**src/rtl/mmtc_regs.vh**
```
// Register map, field positions, reset values and mode codes of the timer/counter block
`ifndef MMTC_REGS_VH
`define MMTC_REGS_VH
// Word byte offsets
`define MMTC_A_CTRL 8'h00
`define MMTC_A_CNT 8'h04
`define MMTC_A_RLD 8'h08
`define MMTC_B_CTRL 8'h0c
`define MMTC_B_CNT 8'h10
`define MMTC_B_RLD 8'h14
`define MMTC_IRQ_STAT 8'h18
`define MMTC_IRQ_MASK 8'h1c
`define MMTC_A_STAT 8'h20
// First-group control fields
`define MMTC_CTRL_START 0
`define MMTC_CTRL_MODE_LO 1
`define MMTC_CTRL_MODE_HI 2
`define MMTC_CTRL_UP 3
`define MMTC_CTRL_FREE 4
// Operation modes
`define MMTC_MODE_TIMER 2'h0
`define MMTC_MODE_EVENT 2'h1
`define MMTC_MODE_ONESHOT 2'h2
`define MMTC_MODE_PWM 2'h3
// Interrupt status bits
`define MMTC_IRQ_A 0
`define MMTC_IRQ_B 1
// Reset value and fixed reload-instant read values
`define MMTC_CNT_RST 16'hffff
`define MMTC_ALL_ONES 16'hffff
`define MMTC_ALL_ZERO 16'h0000
`endif

```
**src/rtl/mmtc_timer.v**
```verilog
// Two reloadable 16-bit timer/counters with a classic Wishbone register slave
//
// Overview of operation
// - Group A timer read: live count, FFFF at reload
// - Halted write to A reads back before start
// - Event reload read: FFFF underflow, 0000 overflow
// - One-shot stop: halt, reload, pin low, interrupt
// - Entering one-shot from reset/timer/event raises request
// - Entering modulation from reset/timer/event raises request
// - Modulation stop with pin high: low, interrupt
// - Modulation stop with pin low: nothing changes
// - Group B timer read: live count, FFFF at reload
// - Halted write to B reads back before start
//
// Register map (byte offsets, 32-bit words, data in bits 15:0)
//   00 first group control: start b0, mode b2:1, up b3, free-run b4
//   04 first group count; a write also loads the reload value
//   08 first group reload value
//   0c second group control: start b0
//   10 second group count; a write also loads the reload value
//   14 second group reload value
//   18 interrupt status: first group b0, second group b1; a read clears
//   1c interrupt mask, same layout as the status word
//   20 first group status: pulse output pin level in b0
//   Anything else, aligned or not, is acknowledged, reads zero and ignores writes
//
// Modes of the first group
//   0 timer: counts down on every clock, reloads after zero
//   1 event counter: counts each rising edge of event_in, up or down
//   2 one-shot: pin high from start until the count runs out
//   3 modulation: pin toggles at every period end
//
// Bus timing
//   A request is taken at the first edge with cyc and stb high and ack low.
//   A write lands at that edge and ack rises with it for exactly one cycle.
//   Read data is registered at the same edge and holds until the next read.
//   The master must drop cyc and stb after ack; a held request would be taken
//   again two cycles later.
//
// Reload instant
//   The cycle after a counter passes its end value is flagged, and a count read
//   taken then shows the fixed wrapped value (FFFF counting down, 0000 counting up) instead of the freshly reloaded count.
//   This keeps software from mistaking a wrapped count for a short period.
//
// Interrupts
//   Status bits are sticky; a read of the status word returns and clears them.
//   An event in the same cycle as that read is kept, so no event is lost.
//   irq is high while any status bit is set under a set mask bit.
//   Entering one-shot or modulation from reset, timer or event mode sets the
//   first group bit on its own; software clears it before relying on it.
//
// Reset
//   nrst is asynchronous and active low. Counters and reload values come up
//   all ones, both groups stopped, first group in timer mode, pin low.
//
// Limitations
//   Byte lanes 2 and 3 are ignored; the upper half of every word reads zero.
//   The second group runs in timer mode only.
//   Modulation is a plain toggle per period with no separate duty value.
//   Event inputs must already be synchronous to sys_clk and last a clock.
//   Event counting in reload type restarts from the reload value;
//   free-run type wraps through the full range instead.
`timescale 1ns/1ps
`include "mmtc_regs.vh"

module mmtc_timer #(
  parameter CW = 16
) (
  // Clock and reset
  input wire sys_clk,
  input wire nrst,
  // Wishbone slave
  input wire wb_cyc_i,
  input wire wb_stb_i,
  input wire wb_we_i,
  input wire [7:0] wb_adr_i,
  input wire [3:0] wb_sel_i,
  input wire [31:0] wb_dat_i,
  output reg [31:0] wb_dat_o,
  output reg wb_ack_o,
  output wire wb_err_o,
  // Event input and pulse output
  input wire event_in,
  output reg pulse_output_pin,
  // Interrupt
  output wire irq
);

  // Bus request decode
  wire req = wb_cyc_i & wb_stb_i & ~wb_ack_o;
  wire wr = req & wb_we_i;
  wire rd = req & ~wb_we_i;
  wire lo_en = wb_sel_i[0];
  wire hi_en = wb_sel_i[1];
  wire map_hit = (wb_adr_i[1:0] == 2'h0) && (wb_adr_i <= `MMTC_A_STAT);

  // sixteen-bit counters
  // Count and reload registers span the whole CW width
  // Group A control and data
  reg a_start;
  reg [1:0] a_mode;
  reg a_up;
  reg a_free;
  reg [CW-1:0] a_cnt;
  reg [CW-1:0] a_rld;
  reg a_reload_now;
  reg a_reload_ovf;
  reg mode_seen;
  reg ev_prev;
  // Group B
  reg b_start;
  reg [CW-1:0] b_cnt;
  reg [CW-1:0] b_rld;
  reg b_reload_now;
  // Interrupts
  reg [1:0] irq_stat;
  reg [1:0] irq_mask;

  wire ev_rise = event_in & ~ev_prev;
  wire [1:0] wr_mode = wb_dat_i[`MMTC_CTRL_MODE_HI:`MMTC_CTRL_MODE_LO];
  wire a_ctrl_wr = wr && wb_adr_i == `MMTC_A_CTRL && lo_en;
  wire a_stop = a_ctrl_wr && a_start && !wb_dat_i[`MMTC_CTRL_START];
  wire a_cnt_wr = wr && wb_adr_i == `MMTC_A_CNT;
  wire b_cnt_wr = wr && wb_adr_i == `MMTC_B_CNT;
  wire a_tick_mode = (a_mode != `MMTC_MODE_EVENT);
  wire a_step = a_start && (a_tick_mode || ev_rise);
  wire a_down = (a_mode != `MMTC_MODE_EVENT) || !a_up;
  wire a_at_end = a_down ? (a_cnt == {CW{1'b0}}) : (a_cnt == {CW{1'b1}});
  wire b_at_end = (b_cnt == {CW{1'b0}});

  // Entering one-shot or modulation from reset, timer or event mode
  wire a_pseudo_req = a_ctrl_wr &&
    (wr_mode == `MMTC_MODE_ONESHOT || wr_mode == `MMTC_MODE_PWM) &&
    (!mode_seen || a_mode == `MMTC_MODE_TIMER || a_mode == `MMTC_MODE_EVENT);

  // Counting events; stop of a modulation output only counts while pin high
  wire a_pwm_stop_ev = a_stop && a_mode == `MMTC_MODE_PWM && pulse_output_pin;
  wire a_os_stop_ev = a_stop && a_mode == `MMTC_MODE_ONESHOT;
  wire a_end_ev = a_step && a_at_end;
  wire a_event = a_end_ev || a_pseudo_req || a_pwm_stop_ev || a_os_stop_ev;
  wire b_event = b_start && b_at_end;

  // Group A control register
  always @(posedge sys_clk or negedge nrst) begin
    if (!nrst) begin
      a_start <= 1'b0;
      a_mode <= `MMTC_MODE_TIMER;
      a_up <= 1'b0;
      a_free <= 1'b0;
      mode_seen <= 1'b0;
      ev_prev <= 1'b0;
    end else begin
      ev_prev <= event_in;
      if (a_ctrl_wr) begin
        a_start <= wb_dat_i[`MMTC_CTRL_START];
        a_mode <= wr_mode;
        a_up <= wb_dat_i[`MMTC_CTRL_UP];
        a_free <= wb_dat_i[`MMTC_CTRL_FREE];
        mode_seen <= 1'b1;
      end else if (a_end_ev && a_mode == `MMTC_MODE_ONESHOT) begin
        // One-shot ends by itself after one period
        a_start <= 1'b0;
      end
    end
  end

  // Group A counter; a full-width write always lands, halted or not
  always @(posedge sys_clk or negedge nrst) begin
    if (!nrst) begin
      a_cnt <= `MMTC_CNT_RST;
      a_rld <= `MMTC_CNT_RST;
      a_reload_now <= 1'b0;
      a_reload_ovf <= 1'b0;
    end else begin
      a_reload_now <= 1'b0;
      if (wr && wb_adr_i == `MMTC_A_RLD) begin
        if (lo_en) a_rld[7:0] <= wb_dat_i[7:0];
        if (hi_en) a_rld[15:8] <= wb_dat_i[15:8];
      end
      if (a_cnt_wr) begin
        if (lo_en) a_cnt[7:0] <= wb_dat_i[7:0];
        if (hi_en) a_cnt[15:8] <= wb_dat_i[15:8];
        if (lo_en) a_rld[7:0] <= wb_dat_i[7:0];
        if (hi_en) a_rld[15:8] <= wb_dat_i[15:8];
      end else if (a_os_stop_ev) begin
        a_cnt <= a_rld;
      end else if (a_end_ev) begin
        a_reload_now <= 1'b1;
        a_reload_ovf <= !a_down;
        // Free-run wraps through; reload type restarts from the reload value
        if (a_mode == `MMTC_MODE_EVENT && a_free)
          a_cnt <= a_down ? {CW{1'b1}} : {CW{1'b0}};
        else
          a_cnt <= a_rld;
      end else if (a_step) begin
        a_cnt <= a_down ? a_cnt - 1'b1 : a_cnt + 1'b1;
      end
    end
  end

  // Pulse output: high while a one-shot runs, toggles each modulation period
  always @(posedge sys_clk or negedge nrst) begin
    if (!nrst) begin
      pulse_output_pin <= 1'b0;
    end else if (a_stop) begin
      // modulation stop drives low; keeps a low pin low
      pulse_output_pin <= 1'b0;
    end else if (a_ctrl_wr && wb_dat_i[`MMTC_CTRL_START] && !a_start &&
                 wr_mode == `MMTC_MODE_ONESHOT) begin
      pulse_output_pin <= 1'b1;
    end else if (a_end_ev && a_mode == `MMTC_MODE_ONESHOT) begin
      pulse_output_pin <= 1'b0;
    end else if (a_end_ev && a_mode == `MMTC_MODE_PWM) begin
      pulse_output_pin <= ~pulse_output_pin;
    end
  end

  // Group B timer
  always @(posedge sys_clk or negedge nrst) begin
    if (!nrst) begin
      b_start <= 1'b0;
      b_cnt <= `MMTC_CNT_RST;
      b_rld <= `MMTC_CNT_RST;
      b_reload_now <= 1'b0;
    end else begin
      b_reload_now <= 1'b0;
      if (wr && wb_adr_i == `MMTC_B_CTRL && lo_en)
        b_start <= wb_dat_i[`MMTC_CTRL_START];
      if (wr && wb_adr_i == `MMTC_B_RLD) begin
        if (lo_en) b_rld[7:0] <= wb_dat_i[7:0];
        if (hi_en) b_rld[15:8] <= wb_dat_i[15:8];
      end
      if (b_cnt_wr) begin
        if (lo_en) b_cnt[7:0] <= wb_dat_i[7:0];
        if (hi_en) b_cnt[15:8] <= wb_dat_i[15:8];
        if (lo_en) b_rld[7:0] <= wb_dat_i[7:0];
        if (hi_en) b_rld[15:8] <= wb_dat_i[15:8];
      end else if (b_event) begin
        b_reload_now <= 1'b1;
        b_cnt <= b_rld;
      end else if (b_start) begin
        b_cnt <= b_cnt - 1'b1;
      end
    end
  end

  // Sticky status; a read clears, but an event in the same cycle wins
  always @(posedge sys_clk or negedge nrst) begin
    if (!nrst) begin
      irq_stat <= 2'h0;
      irq_mask <= 2'h0;
    end else begin
      if (wr && wb_adr_i == `MMTC_IRQ_MASK && lo_en)
        irq_mask <= wb_dat_i[1:0];
      irq_stat <= ((rd && wb_adr_i == `MMTC_IRQ_STAT) ? 2'h0 : irq_stat) |
                  {b_event, a_event};
    end
  end

  assign irq = |(irq_stat & irq_mask);
  assign wb_err_o = 1'b0;

  // Read data, registered; the reload instant shows the fixed value
  always @(posedge sys_clk or negedge nrst) begin
    if (!nrst) begin
      wb_ack_o <= 1'b0;
      wb_dat_o <= 32'h0000_0000;
    end else begin
      wb_ack_o <= req;
      if (rd && !map_hit) begin
        // Unaligned or out-of-map reads answer zero
        wb_dat_o <= 32'h0000_0000;
      end else if (rd) begin
        case (wb_adr_i)
          `MMTC_A_CTRL: wb_dat_o <= {27'h0, a_free, a_up, a_mode, a_start};
          `MMTC_A_CNT: wb_dat_o <= {16'h0, a_reload_now ?
            (a_reload_ovf ? `MMTC_ALL_ZERO : `MMTC_ALL_ONES) : a_cnt};
          `MMTC_A_RLD: wb_dat_o <= {16'h0, a_rld};
          `MMTC_B_CTRL: wb_dat_o <= {31'h0, b_start};
          `MMTC_B_CNT: wb_dat_o <= {16'h0, b_reload_now ? `MMTC_ALL_ONES : b_cnt};
          `MMTC_B_RLD: wb_dat_o <= {16'h0, b_rld};
          `MMTC_IRQ_STAT: wb_dat_o <= {30'h0, irq_stat};
          `MMTC_IRQ_MASK: wb_dat_o <= {30'h0, irq_mask};
          `MMTC_A_STAT: wb_dat_o <= {31'h0, pulse_output_pin};
          default: wb_dat_o <= 32'h0000_0000;
        endcase
      end
    end
  end


endmodule

```
**config.mk**
```make
export PLATFORM = sky130hd
export DESIGN_NAME = mmtc_timer
export DESIGN_NICKNAME = d
export VERILOG_FILES = /design/src/rtl/mmtc_timer.v
export VERILOG_INCLUDE_DIRS = /design/src /design/src/rtl
export SDC_FILE = /design/constraint.sdc
export NUM_CORES = 1
export LEC_CHECK = 0
export ABC_AREA = 1
export BUFFER_PORTS_ARGS = -buffer_cell sky130_fd_sc_hd__buf_2
export CORE_UTILIZATION = 40
export DETAILED_ROUTE_END_ITERATION = 8
export REMOVE_ABC_BUFFERS = 1
export SETUP_SLACK_MARGIN = 0.15
export SYNTH_ARGS = -nofsm -noshare
export SYNTH_HDL_FRONTEND = slang
export SYNTH_SLANG_ARGS = --single-unit
```
**constraint.sdc**
```tcl
create_clock -name sys_clk -period 4 [get_ports sys_clk]
set_input_delay 0.2 -clock sys_clk [delete_from_list [all_inputs] [get_ports sys_clk]]
set_output_delay 0.2 -clock sys_clk [all_outputs]
set_load 0.03 [all_outputs]
```
# After elaboration in Yosys (flattened, before gate mapping)
# Index checks and enable logic that the tools add are counted.
[totals]
reg_bits = 113
out_inout_bits = 36
[classes]
addsub = 3
n_lt_le_gt_ge = 1
n_eq_ne = 19
muxes = 43
bitwise_logic = 13
n_reduce_logical = 59
[ops]
columns = ["cell", "n"]
rows = [
  ["2-to-1 mux 16 bit", 17],
  ["one-hot mux 16 bit (9 select lines)", 1],
  ["2-to-1 mux 8 bit", 10],
  ["2-to-1 mux 32 bit", 2],
  ["== test 8 x 5 -> 1 bit, second input constant", 4],
  ["logical NOT 16 bit", 2],
  ["subtractor 16 x 1 -> 16 bit, second input constant", 2],
  ["logical AND 1 bit", 29],
  ["adder 16 x 1 -> 16 bit, second input constant", 1],
  ["== test 16 bit, second input constant", 1],
  ["== test 8 x 4 -> 1 bit, second input constant", 2],
  ["2-to-1 mux 1 bit", 12],
  ["== test 2 bit, second input constant", 4],
  ["== test 8 x 3 -> 1 bit, second input constant", 1],
  ["== test 8 x 6 -> 1 bit, second input constant", 1],
  ["<= comparator 8 x 6 -> 1 bit, second input constant", 1],
  ["logical NOT 8 bit", 1],
  ["logical OR 1 bit", 8],
  ["!= test 2 bit, second input constant", 4],
  ["AND reduction 2 bit", 4],
  ["nonzero test 4 bit", 2],
  ["logical NOT 1 bit", 6],
  ["NOT 1 bit", 6],
  ["bitwise AND 1 bit", 5],
  ["other kinds (10)", 12],
]

# Depth between registers and ports, before layout
# Gate-level depths: netlist (run 1).
[depth]
word_depth = 12
mapped_depth = 20
mapped_depth_nobuf = 20

# Least setup slack after synthesis (run 1)
# OpenSTA, ideal clock, no wires.
[synth_path]
kind = "register -> register"
from = "register a_mode[1]"
to = "register a_cnt[15]"
arrival_time_ps = 2011
setup_slack_ps = 1914
path_stages_with_launch = 18
synth_period_minus_slack_ps = 2086
cell_sequence = "dfrtp_1 inv_2 nand2_4 nor2_8 inv_2 ha_1 nand2_1 nor2_1 and2_1 nand2_1 nand2_1 nand2_1 nand3_1 nand2_1 nand2_1 nand2_1 nand2_1 nand2_1"
[synth_via]
elab_chain_cells = 7
[synth_rtl]
columns = ["element", "line", "text"]
rows = [
  ["start: declaration", "mmtc_timer.v:101", "reg [1:0] a_mode;"],
  ["start signal: assignment", "mmtc_timer.v:147", "a_mode <= `MMTC_MODE_TIMER;"],
  ["start signal: assignment", "mmtc_timer.v:156", "a_mode <= wr_mode;"],
  ["!= test 2 x 1 -> 1 bit (no source line)", "-", ""],
  ["logical OR 1 bit (on tied branches)", "mmtc_timer.v:127, mmtc_timer.v:126", ""],
  ["2-to-1 mux 16 bit (tied with other cells)", "mmtc_timer.v:196", "a_cnt <= a_down ? a_cnt - 1'b1 : a_cnt + 1'b1;"],
  ["2-to-1 mux 16 bit (tied with other cells)", "mmtc_timer.v:195", "end else if (a_step) begin"],
  ["2-to-1 mux 16 bit", "mmtc_timer.v:187", "end else if (a_end_ev) begin"],
  ["2-to-1 mux 16 bit", "mmtc_timer.v:185", "end else if (a_os_stop_ev) begin"],
  ["2-to-1 mux 16 bit", "mmtc_timer.v:180", "if (a_cnt_wr) begin"],
  ["end signal: assignment", "mmtc_timer.v:182", "if (hi_en) a_cnt[15:8] <= wb_dat_i[15:8];"],
  ["end signal: assignment", "mmtc_timer.v:186", "a_cnt <= a_rld;"],
  ["end signal: assignment", "mmtc_timer.v:196", ""],
  ["end: declaration", "mmtc_timer.v:104", "reg [CW-1:0] a_cnt;"],
]
# Several ways; a longest one is shown, not always the timed one. The select of a mux whose other input is x is not followed.
# A chain may end at the register's enable or synchronous reset.

# Worst setup path after layout (run 1)
# Same ends and word-level chain as after synthesis.

==> run_results.csv, run 1 <==
group,metric,value,unit
clock_tree,cts-root-buf,"clkbuf_16",
detailed_routing,detailedRoute.firstPassIterationCount,7,
finish,syn2layout_area_growth,9.87,%
finish,final_common_cell,"nand2_1",
logic_synthesis,synth.area.mux_share,0,%
finish,ff_latch_area,2510,um2
worst_setup_path,crit_buf_inv,2,
worst_setup_path,cp_data_required_time,4290,ps
finish,fin_cells,1274,
logic_synthesis,async_flop_share,100,%
detailed_routing,vias,6716,
placement,gp_congestion,0.868,
placement,place.detailed.hpwl,16.5,mm
finish,final_layout_size_suffix_gt1_share,16.9,%
logic_synthesis,synth_fa_ha_area_share,3.50,%
floorplan,die_area,18100,um2
floorplan,die_h,134,um
worst_setup_path,timing.rr.end,"a_cnt[15]",
logic_synthesis,synth.avg_cell_area,6.96,um2
timing,hold_viol,10,
worst_setup_path,critical_path.max_stage_delay,430,ps
grt,grt_first_pass_wirelength,34.2,mm
floorplan,start_util,40.8,%
grt,grt_usage,24.7,%
min_path,hold_path.class,"in2async",
floorplan,dieWidth,134,um
worst_setup_path,r2r_setup_slack,1450,ps
worst_setup_path,path_max_fanout,18,
clock_tree,cts.clk_slew.worst_paths,70,ps
finish,fill_cells,1849,
timing,fin_setup_tns,0,ps
timing,fin_crit,2550,ps
finish,final_cell_mix,"nand2_1, inv_1, o21ai_0",
run_status,violations,"hold timing",
clock_tree,clk_latency,360,ps
timing,fin_skew,8.50,ps
floorplan,num_io_pins,86,
clock_tree,cts_buffer_depth,2,
timing,max_freq,392,MHz
logic_synthesis,netlist_instances,1007,
logic_synthesis,synth_xor_area_share,1.87,%
grt,grt_max_degree,75,
logic_synthesis,synth-main-ff-cell,"dfstp_2",
worst_setup_path,path_cells,"inv_2 > nand2_4 > nor2_8 > inv_2 > ha_1 > nand2_1 > nor2_1 > and2_1 > nand2_1 > nand2_1 > nand2_1 > nand3_1 > nand2_1 > nand2_1 > nand2_1 > nand2_1 > nand2_1",
timing,rsz0062_at_grt,"no",
finish,multi_input_area,3770,um2
worst_setup_path,reg2reg_depth,17,
clock_tree,htreeDepth,3,
floorplan,rows,48,
logic_synthesis,synth_top_family_by_area,"simple AND/OR/NAND/NOR gates",
worst_setup_path,critPathArrivalTime,2840,ps
logic_synthesis,yosys_warnings,0,
worst_setup_path,cp_top_family,"simple AND/OR/NAND/NOR gates",
run,max_cap_viol_count,0,
logic_synthesis,ys_ff_latch,97,
pwr,power_density,354,nW/um2
timing,worst_slew_pin_slew,981,ps
timing,finalSetupViolCount,0,
grt,overflow,0,
timing,hold_slack,-22.9,ps
clock_tree,cts_tree,"built",
logic_synthesis,synth_compound_area_share,19.7,%
detailed_routing,dr.first_iter.drc_count,672,
logic_synthesis,yosysUniqueCellTypes,48,
pwr,power.leakage,3.77,nW
placement,place_inst,1257,
timing,final_max_slew_viol_count,0,
grt,grt_pass1_vias,6324,
worst_setup_path,cpMostUsedCell,"nand2_1",
worst_setup_path,r2r_start,"a_mode[1]",
detailed_routing,drc,0,
grt,grt_antenna_before_repair,0,
floorplan,core,17200,um2
detailed_routing,ant_nets,0,
finish,num_antenna_cells,0,
timing,finalCritPeriodShare,63.7,%
logic_synthesis,syn_area,7010,um2
pwr,irDropWorstVdd,0.000284,V
clock_tree,ctsResizeCount,0,
detailed_routing,wirelength,21.3,mm
timing,max_slew_margin,34.6,%
logic_synthesis,yosysSeqAreaShare,35.8,%
run_status,status,"finished, violations left",
detailed_routing,via_per_inst,5.27,
logic_synthesis,synth-simple-area-share,27.8,%
clock_tree,clkSinkCount,97,
detailed_routing,wl_per_cell,16.7,um
worst_setup_path,crit_slowest_cell,"ha_1",
placement,portBuffers,50,
worst_setup_path,crit_path_end_kind,"flip-flop",
worst_setup_path,start_kind,"flip-flop",
finish,num-nets-final,1113,
clock_tree,tritoncts.num_buffers,9,
logic_synthesis,synth_edf_count,0,
worst_setup_path,criticalPathCategory,"reg2reg",
-- worst max path at each step --
stage | slack [ps] | cells after the start | startpoint | endpoint
2_1_floorplan | 1910 | 17 | a_mode[1] | a_cnt[15]
3_3_place_gp | 1470 | 17 | a_mode[1] | a_cnt[15]
3_5_place_dp | 1460 | 11 | wb_adr_i[7] | a_cnt[7]
4_1_cts | 1450 | 17 | a_mode[1] | a_cnt[15]
5_1_grt | 1150 | 18 | a_mode[1] | a_cnt[15]
6_report | 1450 | 17 | a_mode[1] | a_cnt[15]
-- layer usage --
| metal | vias up | share of wire [%] | global-route usage [%] |
|---|---|---|---|
| li1 | 3366 | - | - |
| met1 | 3108 | 47 | 35.2 |
| met2 | 209 | 45 | 38.1 |
| met3 | 33 | 5.2 | 3.67 |
| met4 | 0 | 2.3 | 8.18 |
| met5 | - | 0 | 0 |
-- synth_stat cells, types with 3 or more instances --
library cell,n,share of area (%)
nand2_2,3,0.27
o21ai_2,3,0.38
o21ai_1,42,3.0
inv_1,126,6.7
o2111ai_1,9,1.1
dfrtp_1,33,12
nor3_1,9,0.64
inv_2,17,0.91
ha_1,18,3.2
nor2_4,3,0.48
buf_2,9,0.64
nand3_1,58,4.1
clkbuf_1,14,0.75
nor2_1,81,4.3
xor2_1,11,1.4
buf_4,18,1.9
a211oi_1,8,0.86
xnor2_1,4,0.50
o211ai_1,9,0.96
dfstp_2,64,24
nand2_1,259,14
o22ai_1,31,2.8
nand4_1,11,0.98
nor2_2,4,0.36
nor3_2,3,0.43
o21ai_0,92,6.6
a21oi_1,40,2.9
-- cell type report --
type / instances / share of cell area, %
multi-input combinational: 738 / 48.9
sequential: 97 / 32.6
inverter: 145 / 7.07
tap: 225 / 3.66
timing repair buffer: 53 / 3.61
clock buffer: 9 / 2.92
clock inverter: 7 / 1.23
-- what timing repair did --
item	4_1_cts	5_1_grt
endpoints found under the hold margin	1	0
hold buffers	1	0
setup buffers	0	0
-- power breakdown --
part	total, mW	internal (mW)	switching (mW)
sequential	1.20	1.11	0.0829
combinational	0.571	0.197	0.374
clock	0.961	0.549	0.412
-- metrics by stage --
step	setup WS (ps)	hold slack, ps	power, mW	utilization (%)	cell area [um2]
5_1_grt	1150	70.8	2.88	44.8	7700
3_5_place_dp	1460	330	1.78	42.9	7370
6_report	1450	-22.9	2.73	44.8	7700
3_3_place_gp	1470	329	1.77	42.9	7370
2_1_floorplan	1910	-95.6	1.59	-	6820
4_1_cts	1450	43.3	2.74	44.8	7700
-- kinds of logic (layout without fill, tap and decap cells) --
kind of cell	after synthesis	count (layout)
adders and majority gates	19	19
xor gates and xnor gates	15	15
DFF	97	97
and+or+nand+nor	444	444
AOI/OAI and AO/OA	243	243
buffers and inverters	188	214
other	1	17
(Power assumes the default switching activity.)
==> run 2, diff against run 1 <==
clock period = 2.1 ns   (was 4 ns; I/O delays follow)
==> run_results.csv, run 2 (synthesized netlist as in run 1, its figures left out) <==
group,metric,value,unit
worst_setup_path,reg2reg_depth,17,
finish,final_layout_size_suffix_gt1_share,27.9,%
detailed_routing,dr.first_iter.drc_count,669,
floorplan,start_util,40.8,%
worst_setup_path,cp_data_required_time,2400,ps
timing,fin_skew,8.25,ps
detailed_routing,wirelength,22.3,mm
pwr,p_switching,1.72,mW
detailed_routing,drc,0,
timing,max_slew_margin,62.0,%
worst_setup_path,crit_slowest_cell,"dfrtp_1",
worst_setup_path,timing.rr.end,"a_cnt[15]",
run_status,violations,"setup timing",
finish,num-nets-final,1197,
clock_tree,tritoncts.num_buffers,9,
pwr,power.leakage,4.21,nW
floorplan,die_area,18100,um2
floorplan,num_io_pins,86,
floorplan,die_h,134,um
clock_tree,htreeDepth,3,
worst_setup_path,path_cells,"inv_2 > nand2_4 > nor2_8 > inv_8 > ha_1 > nand2_1 > nor2_1 > and2_1 > nand2_1 > nand2_1 > nand2_1 > nand3_1 > nand2_1 > nand2_1 > nand2_1 > nand2_1 > nand2_1",
worst_setup_path,start_kind,"flip-flop",
pwr,p_int,3.41,mW
pwr,power_density,592,nW/um2
clock_tree,clkSinkCount,97,
clock_tree,cts.clk_slew.worst_paths,70,ps
finish,num_antenna_cells,0,
worst_setup_path,criticalPathCategory,"reg2reg",
detailed_routing,wl_per_cell,16.4,um
worst_setup_path,critPathArrivalTime,2410,ps
grt,grt_first_pass_wirelength,35.6,mm
placement,gp_congestion,0.909,
worst_setup_path,path_max_fanout,17,
timing,final_max_slew_viol_count,0,
pwr,sw_frac_of_total,33.6,%
timing,finalCritPeriodShare,100,%
floorplan,rows,48,
finish,fin_cells,1358,
clock_tree,cts_tree,"built",
timing,max_freq,474,MHz
finish,fill_cells,1752,
worst_setup_path,r2r_start,"a_mode[1]",
detailed_routing,vias,7091,
grt,grt_max_degree,46,
timing,hold_viol,0,
finish,utilization,50.5,%
finish,ff_latch_area,2510,um2
clock_tree,cts-root-buf,"clkbuf_16",
placement,place_inst,1321,
finish,syn2layout_area_growth,23.9,%
run_status,status,"finished, violations left",
placement,portBuffers,50,
detailed_routing,via_per_inst,5.22,
grt,grt_usage,25.7,%
pwr,clkPwrFrac,31.4,%
worst_setup_path,cpMostUsedCell,"nand2_1",
worst_setup_path,crit_buf_inv,2,
grt,overflow,0,
grt,grt_antenna_before_repair,0,
detailed_routing,detailedRoute.firstPassIterationCount,5,
min_path,min_from,"wb_dat_i[7]",
clock_tree,clk_latency,360,ps
timing,worst_slew_pin_slew,569,ps
min_path,whs_path_depth,3,
timing,finalSetupViolCount,2,
floorplan,core,17200,um2
finish,final_common_cell,"nand2_1",
worst_setup_path,crit_path_end_kind,"flip-flop",
worst_setup_path,cp_top_family,"simple AND/OR/NAND/NOR gates",
floorplan,dieWidth,134,um
finish,final_cell_mix,"nand2_1, inv_1, o21ai_0",
pwr,irDropWorstVdd,0.000489,V
clock_tree,cts_buffer_depth,2,
min_path,hold_path.class,"in2reg",
timing,rsz0062_at_grt,"yes",
pwr,seqPwrFrac,44.1,%
placement,place.detailed.hpwl,17.4,mm
finish,multi_input_area,4080,um2
worst_setup_path,critical_path.max_stage_delay,400,ps
worst_setup_path,r2r_setup_slack,-10,ps
run,max_cap_viol_count,0,
grt,grt_pass1_vias,6561,
timing,fin_setup_tns,-19.2,ps
timing,fin_crit,2110,ps
detailed_routing,ant_nets,0,
timing,fin_ws,-9.74,ps
pwr,p_comb_share,24.5,%
[run 2: changes by cell type in the layout (fill, tap and decap cells not counted), moves of 7 or more]
cell	previous run	this run
nor2_1	81	74
buf_4	3	78
nand2_2	3	18
nand2_1	259	244
ha_4	0	11
ha_1	18	7
[run 2: tightest hold or removal path, stage by stage]
cell     delay [ps]
buf_2           130
inv_1            80
o21ai_1          70
[run 2: area by class of cell]
cell class / instances / share of cell area, %
sequential: 97 / 28.9
multi-input combinational: 738 / 47.0
clock buffer: 9 / 2.59
inverter: 145 / 6.44
tap: 225 / 3.24
clock inverter: 7 / 0.620
timing repair buffer: 137 / 11.2
[run 2: per-stage QoR]
step	power (mW)	setup WS [ps]	area (um2)	hold WS, ps
2_1_floorplan	3.04	9.07	6820	-191
3_3_place_gp	3.43	-99.2	7880	66.0
3_5_place_dp	3.44	-155	7880	70.2
4_1_cts	5.09	21.7	8400	9.68
5_1_grt	5.42	-179	8680	49.7
6_report	5.14	-9.74	8680	29.5
[run 2: layer usage]
layer | global-route usage (%) | wire (um) | share of wire [%] | vias up
met5 | 0 | 0 | 0 | -
met4 | 7.87 | 397 | 1.8 | 0
met3 | 3.78 | 1360 | 6.1 | 30
met2 | 41.8 | 10600 | 47 | 219
met1 | 35.3 | 9990 | 45 | 3315
li1 | - | - | - | 3527
[run 2: repair_timing]
action,CTS,global route
hold buffers,3,0
endpoints found under the hold margin,31,0
setup buffers,2,16
resized for setup,29,40
endpoints found under the setup margin,19,31
pin swaps,2,11
gates cloned,0,0
[run 2: how the worst max path moves through the flow]
stage,from,endpoint,slack [ps],cells past startpoint
detailed placement,a_up,a_cnt[13],-150,16
global route,a_mode[1],a_cnt[12],-180,16
floorplan,a_mode[1],a_cnt[15],9,17
global placement,a_up,a_cnt[13],-100,16
finish,a_mode[1],a_cnt[15],-10,17
CTS,a_mode[1],a_cnt[15],20,18
[run 2: power groups by stage]
stage,clock network (mW),logic (mW),registers (mW)
CTS,1.64,1.18,2.27
floorplan,0,0.785,2.25
finish,1.61,1.26,2.27
global route,1.71,1.42,2.29
global placement,0,1.14,2.30
detailed placement,0,1.15,2.29
==> run 3, diff against run 2 <==
ABC_CLOCK_PERIOD_IN_PS = 2100   (was unset)
BUFFER_PORTS_ARGS = -buffer_cell sky130_fd_sc_hd__buf_4   (was -buffer_cell sky130_fd_sc_hd__buf_2)
==> run_results.csv, run 3 (synthesized netlist as in run 1, its figures left out) <==
group,metric,value,unit
worst_setup_path,reg2reg_depth,16,
placement,dpl_cell_area,8030,um2
clock_tree,clkSinkCount,97,
finish,final_area,8870,um2
timing,rsz0062_at_grt,"yes",
worst_setup_path,r2r_setup_slack,-10,ps
clock_tree,cts_tree,"built",
timing,hold_viol,0,
worst_setup_path,cpMostUsedCell,"nand2_1",
floorplan,die_area,18100,um2
min_path,whs_path_depth,3,
detailed_routing,wl_per_cell,16.8,um
worst_setup_path,start_kind,"flip-flop",
finish,syn2layout_area_growth,26.6,%
placement,place.detailed.hpwl,17.7,mm
grt,grt_first_pass_wirelength,35.6,mm
run,max_cap_viol_count,0,
placement,gp_congestion,0.913,
timing,max_freq,474,MHz
grt,overflow,0,
worst_setup_path,critical_path.max_stage_delay,390,ps
worst_setup_path,criticalPathCategory,"reg2reg",
min_path,min_from,"wb_dat_i[7]",
worst_setup_path,critPathArrivalTime,2400,ps
worst_setup_path,path_max_fanout,17,
finish,final_common_cell,"nand2_1",
finish,final_cell_mix,"nand2_1, buf_4, inv_1",
timing,finalCritPeriodShare,100,%
grt,grt_pass1_vias,6618,
worst_setup_path,cp_top_family,"simple AND/OR/NAND/NOR gates",
floorplan,rows,48,
finish,final_layout_size_suffix_gt1_share,28.0,%
worst_setup_path,crit_buf_inv,2,
floorplan,core,17200,um2
finish,num-nets-final,1204,
floorplan,num_io_pins,86,
grt,grt_antenna_before_repair,0,
floorplan,start_util,40.8,%
detailed_routing,detailedRoute.firstPassIterationCount,5,
clock_tree,htreeDepth,3,
pwr,power.leakage,4.26,nW
worst_setup_path,cp.depth,16,
detailed_routing,dr.first_iter.drc_count,724,
clock_tree,cts_buffer_depth,2,
placement,portBuffers,50,
floorplan,dieWidth,134,um
worst_setup_path,timing.rr.end,"a_cnt[12]",
clock_tree,clk_latency,360,ps
worst_setup_path,crit_path_end_kind,"flip-flop",
worst_setup_path,path_cells,"inv_2 > nand2_4 > nor2_8 > inv_8 > ha_1 > nand2_1 > nand2_1 > a21oi_2 > nand2b_1 > nand3_1 > nand2_1 > nand3_1 > nand2_1 > nand2_1 > nand3_1 > nand2_1",
timing,finalSetupViolCount,1,
finish,num_antenna_cells,0,
run_status,status,"finished, violations left",
run_status,violations,"setup timing",
clock_tree,cts-root-buf,"clkbuf_16",
grt,grt_max_degree,46,
detailed_routing,via_per_inst,5.24,
clock_tree,tritoncts.num_buffers,9,
floorplan,die_h,134,um
timing,fin_crit,2110,ps
detailed_routing,ant_nets,0,
grt,grt_usage,25.7,%
worst_setup_path,crit_slowest_cell,"dfrtp_1",
worst_setup_path,r2r_start,"a_mode[1]",
timing,worst_slew_pin_slew,664,ps
clock_tree,cts.clk_slew.worst_paths,70,ps
pwr,irDropWorstVdd,0.000498,V
timing,fin_skew,6.58,ps
timing,fin_ws,-10.1,ps
detailed_routing,vias,7155,
timing,max_slew_margin,55.7,%
timing,final_max_slew_viol_count,0,
detailed_routing,wirelength,23.0,mm
detailed_routing,drc,0,
worst_setup_path,cp_data_required_time,2390,ps
pwr,power_density,594,nW/um2
min_path,hold_path.class,"in2reg",
timing,fin_setup_tns,-10.1,ps
==> run 3: worst max-delay path by stage <==
stage                   start         to  slack [ps]
finish              a_mode[1]  a_cnt[12]         -10
global route        a_mode[1]  a_cnt[15]        -200
floorplan           a_mode[1]  a_cnt[15]           9
global placement         a_up  a_cnt[13]         -90
detailed placement       a_up  a_cnt[10]        -140
CTS                 a_mode[1]  a_cnt[10]          10
==> run 3: layout make-up <==
type / count / area (um2)
fillers: 1702 / 8300
multi-input cells: 739 / 4100
flip-flops and latches: 97 / 2510
repair buffers: 143 / 1140
inverters: 145 / 557
well taps: 225 / 282
clock buffers: 11 / 233
clock inverters: 5 / 56.3
==> run 3: worst register-to-register path, delay by kind of cell (launching register included) <==
family | cells | cell delay, ps
simple gates | 12 | 1020
flops | 1 | 390
fa+ha+maj | 1 | 310
buf+inv | 2 | 180
compound gates | 1 | 150
==> run 3: layer usage <==
layer  vias up  wire (um)  track usage, %
met1      3349      10600            36.1
met5         -          0               0
met3        43       1100            2.68
met2       209      10600            40.8
met4         0        637            9.49
li1       3554          -               -
==> run 3: metrics by stage <==
stage | utilization [%] | setup slack (ps) | power [mW] | hold slack (ps) | instances
after floorplan | - | 9.07 | 3.04 | -191 | 980
after global placement | 46.8 | -91.1 | 3.47 | 173 | 1324
after detailed placement | 46.8 | -144 | 3.49 | 182 | 1324
after CTS | 49.9 | 10.7 | 5.22 | 8.69 | 1346
after global routing | 51.7 | -205 | 5.53 | 22.3 | 1365
final | 51.7 | -10.1 | 5.27 | 17.2 | 1365
==> run 3: timing repair <==
| item | in CTS | in global routing |
|---|---|---|
| pin swaps | 5 | 9 |
| setup buffers | 3 | 18 |
| cloned | 0 | 1 |
| endpoints found under the hold margin | 24 | 0 |
| setup endpoints to repair | 18 | 35 |
| resized for setup | 32 | 37 |
| hold buffers | 3 | 0 |
==> run 3: power by group <==
group | switching, mW | internal [mW] | leakage, nW
sequential | 0.152 | 2.12 | 1.11
clock | 0.766 | 0.924 | 0.139
combinational | 0.795 | 0.515 | 3.01
